--- src/nvr_pkg.sv ---
package nvr_pkg;
   localparam int NUM_BANKS      = 8;
   localparam int BANK_BITS      = 128;
   localparam int BYTE_W         = 8;
   localparam int BYTES_PER_BANK = BANK_BITS / BYTE_W;
   localparam int BANK_AW        = 3;
   localparam int BYTE_AW        = 4;
   localparam int ADDR_W         = BANK_AW + BYTE_AW;
   localparam int DEPTH          = NUM_BANKS * BYTES_PER_BANK;
   localparam int BANK_LSB       = BYTE_AW;
   localparam int BYTE_LSB       = 0;
   localparam logic [7:0] BYTE_RESET = 8'h00;

   typedef struct packed {
      logic [BANK_AW-1:0] bank;
      logic [BYTE_AW-1:0] byte_idx;
   } nvr_addr_t;

   // programming-port load request, one byte per cycle
   typedef struct packed {
      logic               erase;
      logic               write;
      logic               decrypt;
      logic [ADDR_W-1:0]  addr;
      logic [BYTE_W-1:0]  wdata;
   } nvr_prog_t;

   // decryption engine result for a byte flagged for decryption
   typedef struct packed {
      logic [BYTE_W-1:0]  plain;
   } nvr_dec_t;
endpackage

--- src/nvr_user_rom.sv ---
`timescale 1ns/100ps
// Summary of operation
// - storage is eight banks of 128 bits each, 1 kbit in all.
// - user logic reads one byte per access over a port synchronous to ref_clk.
// - address bits 6:4 pick the bank and bits 3:0 pick the byte in that bank.
// - erase and write come only through the programming port, never from user logic.
// - contents can be read back both through the programming port and by user addressing.
// - loaded data can optionally pass through the on-chip decryption engine.
module nvr_user_rom (
   input  wire logic                        ref_clk,
   input  wire logic                        nrst,
   input  wire logic [nvr_pkg::ADDR_W-1:0]  user_addr,
   output logic      [nvr_pkg::BYTE_W-1:0]  user_rdata,
   input  wire nvr_pkg::nvr_prog_t          prog_req,
   input  wire nvr_pkg::nvr_dec_t           dec_out,
   output nvr_pkg::nvr_prog_t               dec_in,
   input  wire logic [nvr_pkg::ADDR_W-1:0]  prog_raddr,
   output logic      [nvr_pkg::BYTE_W-1:0]  prog_rdata
);
   // flip-flop storage; in silicon this is a nonvolatile array, so reset
   // does not clear it here either; a blank array reads as the erased value
   logic [nvr_pkg::BYTE_W-1:0] mem [nvr_pkg::DEPTH] = '{default: nvr_pkg::BYTE_RESET};

   nvr_pkg::nvr_addr_t           ua;
   logic [nvr_pkg::BANK_AW-1:0]  user_bank;
   logic [nvr_pkg::BYTE_AW-1:0]  user_byte;
   logic [nvr_pkg::ADDR_W-1:0]   user_index;
   logic [nvr_pkg::BANK_AW-1:0]  prog_bank;
   logic [nvr_pkg::BANK_AW-1:0]  pend_bank;
   logic                         pend_dec;
   logic [nvr_pkg::ADDR_W-1:0]   pend_addr;
   logic                         dec_req;
   logic                         plain_wr;
   logic                         dec_wr;
   logic                         any_wr;
   logic [nvr_pkg::BYTE_W-1:0]   next_byte;
   logic [nvr_pkg::ADDR_W-1:0]   wr_addr;

   assign ua         = nvr_pkg::nvr_addr_t'(user_addr);
   assign user_bank  = ua.bank;
   assign user_byte  = ua.byte_idx;
   assign user_index = {user_bank, user_byte};
   assign prog_bank  = prog_req.addr[nvr_pkg::ADDR_W-1:nvr_pkg::BANK_LSB];
   assign pend_bank  = pend_addr[nvr_pkg::ADDR_W-1:nvr_pkg::BANK_LSB];
   // only prog_req can modify the array; there is no user write path
   assign plain_wr   = prog_req.write & ~prog_req.decrypt;
   // an erase in the same request cancels the decryption round trip
   assign dec_req    = prog_req.write & prog_req.decrypt & ~prog_req.erase;
   assign dec_wr     = pend_dec;
   // the returning decrypted byte wins over a plain write in the same cycle
   assign any_wr     = plain_wr | dec_wr;
   assign wr_addr    = dec_wr ? pend_addr : prog_req.addr;
   assign next_byte  = dec_wr ? dec_out.plain : prog_req.wdata;

   // decrypted bytes return one cycle later; a plain write colliding with
   // that return is dropped, so the loader must leave a gap after it
   always_ff @(posedge ref_clk or negedge nrst) begin
      if (!nrst) begin
         pend_dec  <= 1'b0;
         pend_addr <= '0;
         dec_in    <= '0;
      end else begin
         pend_dec  <= dec_req;
         pend_addr <= prog_req.addr;
         dec_in    <= prog_req;
      end
   end

   // erase clears the whole addressed bank; it has priority over writes
   genvar gi;
   generate
      for (gi = 0; gi < nvr_pkg::DEPTH; gi++) begin : g_cell
         localparam int CELL = gi;
         logic erase_hit;
         logic write_hit;
         assign erase_hit = prog_req.erase &&
                            (prog_bank == CELL[nvr_pkg::ADDR_W-1:nvr_pkg::BANK_LSB]);
         assign write_hit = any_wr && (wr_addr == CELL[nvr_pkg::ADDR_W-1:0]);
         always_ff @(posedge ref_clk) begin
            if (erase_hit) begin
               mem[gi] <= nvr_pkg::BYTE_RESET;
            end else if (write_hit) begin
               mem[gi] <= next_byte;
            end
         end
      end
   endgenerate

   always_ff @(posedge ref_clk or negedge nrst) begin
      if (!nrst) begin
         user_rdata <= nvr_pkg::BYTE_RESET;
         prog_rdata <= nvr_pkg::BYTE_RESET;
      end else begin
         user_rdata <= mem[user_index];
         prog_rdata <= mem[prog_raddr];
      end
   end

   // a read always returns the byte held before the edge, even mid-load
   property p_user_read;
      @(posedge ref_clk) disable iff (!nrst)
      nrst
      |=> user_rdata == $past(mem[user_index]);
   endproperty
   a_user_read: assert property (p_user_read) else $error("user read byte wrong");

   // readback port follows its own address one cycle later
   property p_prog_read;
      @(posedge ref_clk) disable iff (!nrst)
      nrst
      |=> prog_rdata == $past(mem[prog_raddr]);
   endproperty
   a_prog_read: assert property (p_prog_read) else $error("readback byte wrong");

   // with no load in flight the user-addressed byte cannot move
   property p_hold;
      @(posedge ref_clk) disable iff (!nrst)
      !prog_req.erase && !prog_req.write && !pend_dec
      |=> mem[$past(user_index)] == $past(mem[user_index]);
   endproperty
   a_hold: assert property (p_hold) else $error("array changed with no load");

   // same for the byte addressed by the readback port
   property p_hold_readback;
      @(posedge ref_clk) disable iff (!nrst)
      !prog_req.erase && !prog_req.write && !pend_dec
      |=> mem[$past(prog_raddr)] == $past(mem[prog_raddr]);
   endproperty
   a_hold_readback: assert property (p_hold_readback) else $error("readback byte moved");

   // decrypted byte lands at the second edge unless an erase intervenes
   property p_decrypt;
      @(posedge ref_clk) disable iff (!nrst)
      nrst && dec_req ##1 !prog_req.erase
      |=> mem[$past(prog_req.addr, 2)] == $past(dec_out.plain);
   endproperty
   a_decrypt: assert property (p_decrypt) else $error("decrypted byte not stored");

   // a returning decrypted byte is written to the address it was sent with
   property p_dec_return;
      @(posedge ref_clk) disable iff (!nrst)
      nrst && pend_dec && !prog_req.erase
      |=> mem[$past(pend_addr)] == $past(dec_out.plain);
   endproperty
   a_dec_return: assert property (p_dec_return) else $error("decrypted byte misplaced");

   // a plain write with no collision is visible after its edge
   property p_plain_write;
      @(posedge ref_clk) disable iff (!nrst)
      nrst && plain_wr && !prog_req.erase && !pend_dec
      |=> mem[$past(prog_req.addr)] == $past(prog_req.wdata);
   endproperty
   a_plain_write: assert property (p_plain_write) else $error("plain byte not stored");

   // erase clears the first byte of its bank
   property p_erase_first;
      @(posedge ref_clk) disable iff (!nrst)
      nrst && prog_req.erase
      |=> mem[{$past(prog_bank), {nvr_pkg::BYTE_AW{1'b0}}}] == nvr_pkg::BYTE_RESET;
   endproperty
   a_erase_first: assert property (p_erase_first) else $error("bank start not erased");

   // erase clears the last byte of its bank
   property p_erase_last;
      @(posedge ref_clk) disable iff (!nrst)
      nrst && prog_req.erase
      |=> mem[{$past(prog_bank), {nvr_pkg::BYTE_AW{1'b1}}}] == nvr_pkg::BYTE_RESET;
   endproperty
   a_erase_last: assert property (p_erase_last) else $error("bank end not erased");

   // erase beats any write that targets the same bank
   property p_erase_beats_write;
      @(posedge ref_clk) disable iff (!nrst)
      nrst && prog_req.erase && any_wr &&
      (wr_addr[nvr_pkg::ADDR_W-1:nvr_pkg::BANK_LSB] == prog_bank)
      |=> mem[$past(wr_addr)] == nvr_pkg::BYTE_RESET;
   endproperty
   a_erase_beats_write: assert property (p_erase_beats_write) else $error("write beat erase");

   // banks are independent: erasing one leaves another alone
   property p_erase_other_bank;
      @(posedge ref_clk) disable iff (!nrst)
      nrst && prog_req.erase && !any_wr && (user_bank != prog_bank)
      |=> mem[$past(user_index)] == $past(mem[user_index]);
   endproperty
   a_erase_other_bank: assert property (p_erase_other_bank) else $error("other bank changed");

   // a plain write behind a decrypted one is dropped, its target kept
   property p_drop;
      @(posedge ref_clk) disable iff (!nrst)
      nrst && pend_dec && plain_wr && !prog_req.erase && (prog_req.addr != pend_addr)
      |=> mem[$past(prog_req.addr)] == $past(mem[prog_req.addr]);
   endproperty
   a_drop: assert property (p_drop) else $error("colliding plain write stored");

   // the decryption engine sees each request one cycle later
   property p_dec_fwd;
      @(posedge ref_clk) disable iff (!nrst)
      nrst
      |=> dec_in == $past(prog_req);
   endproperty
   a_dec_fwd: assert property (p_dec_fwd) else $error("engine input not forwarded");

   // a decrypt round trip is pending exactly after a decrypt request
   property p_pend_set;
      @(posedge ref_clk) disable iff (!nrst)
      nrst
      |=> pend_dec == $past(dec_req);
   endproperty
   a_pend_set: assert property (p_pend_set) else $error("decrypt pending flag wrong");

   // the pending address is that of the decrypt request
   property p_pend_addr;
      @(posedge ref_clk) disable iff (!nrst)
      nrst && dec_req
      |=> pend_addr == $past(prog_req.addr);
   endproperty
   a_pend_addr: assert property (p_pend_addr) else $error("decrypt address lost");

   // erase in the request suppresses its decryption round trip
   property p_erase_cancels;
      @(posedge ref_clk) disable iff (!nrst)
      nrst && prog_req.erase
      |=> !pend_dec;
   endproperty
   a_erase_cancels: assert property (p_erase_cancels) else $error("erase left decrypt pending");
endmodule

--- config.mk ---
export PLATFORM = sky130hd
export DESIGN_NAME = nvr_user_rom
export DESIGN_NICKNAME = d
export VERILOG_FILES = /design/src/nvr_pkg.sv /design/src/nvr_user_rom.sv
export SDC_FILE = /design/constraint.sdc
export NUM_CORES = 2
export LEC_CHECK = 0
export CAP_MARGIN = 15
export CORE_MARGIN = 3
export CORE_UTILIZATION = 50
export CTS_CLUSTER_DIAMETER = 100
export DETAILED_ROUTE_END_ITERATION = 10
export DONT_BUFFER_PORTS = 1
export RECOVER_POWER = 50
export SETUP_SLACK_MARGIN = 0.15
export SLEW_MARGIN = 20
export SYNTH_ARGS = -nofsm -noshare
export SYNTH_HDL_FRONTEND = slang
export SYNTH_SLANG_ARGS = --single-unit
--- constraint.sdc ---
create_clock -name ref_clk -period 4.1 [get_ports ref_clk]
set_input_delay 0 -clock ref_clk [delete_from_list [all_inputs] [get_ports ref_clk]]
set_output_delay 0 -clock ref_clk [all_outputs]
set_load 0.01 [all_outputs]
* Yosys cells after proc, flatten, opt, wreduce, memory -nomap -nowiden *
Memory sizes are Yosys's and may differ from the RTL's. A register that Yosys moved wholly into a read port is not among the register bits.
Index checks and enable logic that the tools add are counted.
W data, S select, Z words.

word-level totals
  bits in registers = 19
  memory bits (writable) = 1024
  input bits = 42
  output and inout bits = 34
  logic and storage cells = 945
  memories kept = 1

cells by class
  eq/ne operators = 134
  multiplexer cells = 530
  bitwise operators = 134
  reductions and logical operators = 140

memories
  memory  depth  width  read ports  clocked after memory_dff  wr ports  line                RTL
  mem     128    8      2           2                         128       nvr_user_rom.sv:22  logic [nvr_pkg::BYTE_W-1:0] mem [nvr_pkg::DEPTH] = '{default: nvr_pkg::BYTE_RESET};

operators by type and width
  cell                  count
  $mux W8               129
  $eq A7 B7 Y1 const B  64
  $mux W1               400
  $eq A7 B6 Y1 const B  32
  $logic_and A1 B1 Y1   136
  $or A1 B1 Y1          129
  $eq A7 B5 Y1 const B  16
  $eq A7 B4 Y1 const B  8
  $eq A7 B3 Y1 const B  4
  $eq A7 B2 Y1 const B  2
  $eq A3 B3 Y1 const B  4
  $eq A7 B1 Y1 const B  1
  $logic_not A7 Y1      1
  $mux W7               1
  $eq A3 B2 Y1 const B  2
  $and A1 B1 Y1         3
  $eq A3 B1 Y1 const B  1
  $logic_not A3 Y1      1
  $logic_not A1 Y1      2
  $not A1 Y1            2

* Logic depth before layout (Yosys ltp) *
  word-level depth = 8
  gate-level depth with buffers = 8
  gate-level depth less buffers = 4

* Worst setup path after synthesis *
OpenSTA, ideal clock, no wires.

  path kind = reg-to-reg
  from = register pend_dec, in the netlist dec_wr
  to = memory mem[1][0] (netlist bit) (enable)
  setup time = 0.384 ns
  data arrival time = 2.463 ns
  required time = 3.716 ns
  path slack = 1.253 ns
  cell stages (with the launch flop) = 7
  buffers on the path = 2
  period minus slack after synthesis = 2.847 ns
  path through = dfrtp_1 buf_6 or4b_2 a22oi_1 clkbuf_1 nand2_1 o21ai_0

RTL lines
  item                    line                RTL
  start, declared         nvr_user_rom.sv:30  logic pend_dec;
  start signal, assigned  nvr_user_rom.sv:63  pend_dec <= dec_req;
  end, declared           nvr_user_rom.sv:22

==> run metrics <==
M3 GR Usage 0.1453; Total Wirelength 208000 um; share of layout cells above drive strength 1 0.2919; max frequency 258.1 MHz; Via Count 36700; setup TNS 0 ns; top-count cell post-synth nor2_1; Hold Crit Class in -> reg; switching share of total power 0.2302; syn nets 3530; final setup fails 0; Finished Cell Area 60610 um2; post-synthesis mux area share 0.2856; Worst-Margin Slew 3.330 ns; Clk pwr share 0.430; Die ar. 112600 um2; outcome complete, but fails checks; Routability Congestion 0.9394; WS Path Type reg -> reg; CTS Hold Buffers Added 65; MaxCap Viol Count 1; Tcrit/Tclk final 0.9450; Post-synth EDFFs 1024; sequential area share after synthesis 0.5826; GR Util met2 0.5442; Synth top area share 0.5664; dpl cell area 56370 um2; worst clock skew 0.02647 ns; Power Internal 19.18 mW; Slew Viols, Final 36; Clock Tree Root clkbuf_16; reg-to-reg slack, setup 0.23 ns; Remaining DRCs 0; met1 usage 0.4824; startpoint class of the critical path register; CTS buffer count 112; Rows 120; Synth Register Bits 1059; YS warnings 0; Buffers on Ports 0; Worst slew margin -1.220; Post-CTS Repair Setup Buffers 0; Core ar. 107400 um2; GRT Residual Overflow 0; CTS tree yes; PwrDens 411.0 nW/um2; Max IR drop VDD 0.3026 mV; Min Clock Period, post-route 3.875 ns; CTS Buffer Depth 3; drt pass-1 iters 9; Die Wd 335.5 um; Required @ worst endpoint 4.64 ns; pin count of the biggest net entering global routing 257; grt peak-use layer met2; wire per inst 41.14 um; Post-DRT Antenna Nets 0; initial antenna violation count 13; sequential share of power 0.484; largest family of logic cells by synthesized area multiplexers; Post-Synth Simple-Gate Area 0.09298; DRT iter0 DRCs 6897; H-tree level count 3; Mapped Area 54290 um2; Post-CTS Resized 0; Net Sw Power 5.734 mW; Top FF cell, synth edfxtp_1; top cells by count, synth nor2_1, edfxtp_1, mux4_2, clkbuf_1, o21ai_0; Synth Area in XOR/XNOR 0; worst-case hold slack 0.09009 ns; CP max FO 45; Mean Syn Cell Area 15.56 um2; first-pass GRT wire length 285700 um; RSZ-0062 raised after global routing false; Nets 3593; violated checks max-capacitance violations, max-slew violations; Num Clock Sinks 1059; Die Height 335.5 um; top post-synthesis cells by area edfxtp_1, mux4_2, nor2_1; Yosys cell types 32; vias in the first global route 35860; P_leak 19.18 nW; post-synthesis async set-or-reset flop share 0.03305; Final WS setup 0.2253 ns; io pins 76; Final HPWL DP 130000 um; Synth Instances 3488; total global-route track usage 0.3727; pre-CTS WS 0.6890 ns; Combinational Power Share 0.086; Synth-to-Final Area Change 11.65%; post-synthesis adder-cell area fraction 0; area leader, netlist edfxtp_1; Crit path arrival time 4.42 ns; Final Hold Vio Count 0; clock-pin slew on the worst setup and hold paths 0.07 ns; Synth Area in Compound Gates 0.01579; Initial Util 0.5057; Worst Setup End Kind register; insertion delay to the later sink of the worst-skew pair 0.73 ns; post-DR vias/cell 7.259; # fillers 8356
-- stage by stage --
| stage | utilization | instances | power [mW] |
|---|---|---|---|
| after floorplan | - | 3488 | 13.74 |
| after global placement | 0.5251 | 4775 | 14.21 |
| after detailed placement | 0.5251 | 4775 | 14.24 |
| after CTS | 0.5671 | 5048 | 24.87 |
| after global routing | 0.5644 | 5049 | 25.40 |
| final | 0.5646 | 5056 | 24.91 |
-- cells in the final DEF, fill, tap and decap left out, types with 15 or more instances in the layout --
cell type	count
nor2_1	1026
edfxtp_1	1024
mux4_2	672
buf_4	132
nand2_1	126
clkbuf_16	117
o21ai_0	104
clkbuf_1	61
dlygate4sd3_1	61
dfrtp_1	34
nand2_2	32
o21ai_1	26
clkinv_2	26
nand3_1	21
bufinv_16	17
a222oi_1	16
nand4_1	16
clkbuf_2	16
clkinv_1	15
-- sequential cells by signal, summed over array words and instances, names as in the netlist --
name        cells
dec_wr          1
user_rdata      8
prog_rdata      8
mem          1024
pend_addr       7
dec_in         11
-- power by group through the flow --
| stage | registers, mW | clock network, mW | logic [mW] |
|---|---|---|---|
| finish | 12.1 | 10.7 | 2.13 |
| global route | 12.1 | 11.2 | 2.14 |
| CTS | 12.1 | 10.7 | 2.08 |
| detailed placement | 12.3 | 0 | 1.96 |
| global placement | 12.3 | 0 | 1.95 |
| floorplan | 12.2 | 0 | 1.50 |
-- layer usage --
metal  share of wire  vias up
met4           0.070        6
met1            0.33    18880
met2            0.44     3357
met3            0.16      615
li1                -    13840
met5         0.00044        -
-- worst paths after layout --
kind,from,end,depth (start not counted)
setup / recovery,dec_wr$_DFF_PN0_,mem[23][3]$_SDFFCE_PN0P_,5
hold / removal,user_addr[4],user_rdata[5]$_DFF_PN0_,3
setup reg to reg,dec_wr$_DFF_PN0_,mem[23][3]$_SDFFCE_PN0P_,5
hold reg to reg,mem[105][5]$_SDFFCE_PN0P_,prog_rdata[5]$_DFF_PN0_,4
max in group asynchronous,nrst,dec_wr$_DFF_PN0_,3
min in group asynchronous,nrst,prog_rdata[3]$_DFF_PN0_,3
-- layout make-up --
type                            instances  area (um2)  area share
Clock buffer                          135        2995     0.04942
Tap cell                             1403        1755     0.02896
Sequential cell                      1059       31630      0.5218
Timing Repair Buffer                  260        1981     0.03268
Multi-Input combinational cell       2117       21400      0.3531
Clock inverter                         73       827.0     0.01365
Inverter                                1       3.754  0.00006193
Antenna cell                            8       20.02   0.0003303
-- cells by family after synthesis --
| group | after synthesis |
|---|---|
| simple gates | 1259 |
| buf+inv | 312 |
| compound gates | 152 |
| flops | 1059 |
| mux | 706 |
-- worst max-delay path, stage by stage, from the launching register on --
cell      delay [ns]
dfrtp_2         0.97
inv_1           0.48
a222oi_1        0.50
clkbuf_1        0.74
nand2_1         0.71
nor2_1          0.29
Power figures use the tool's default switching activity.
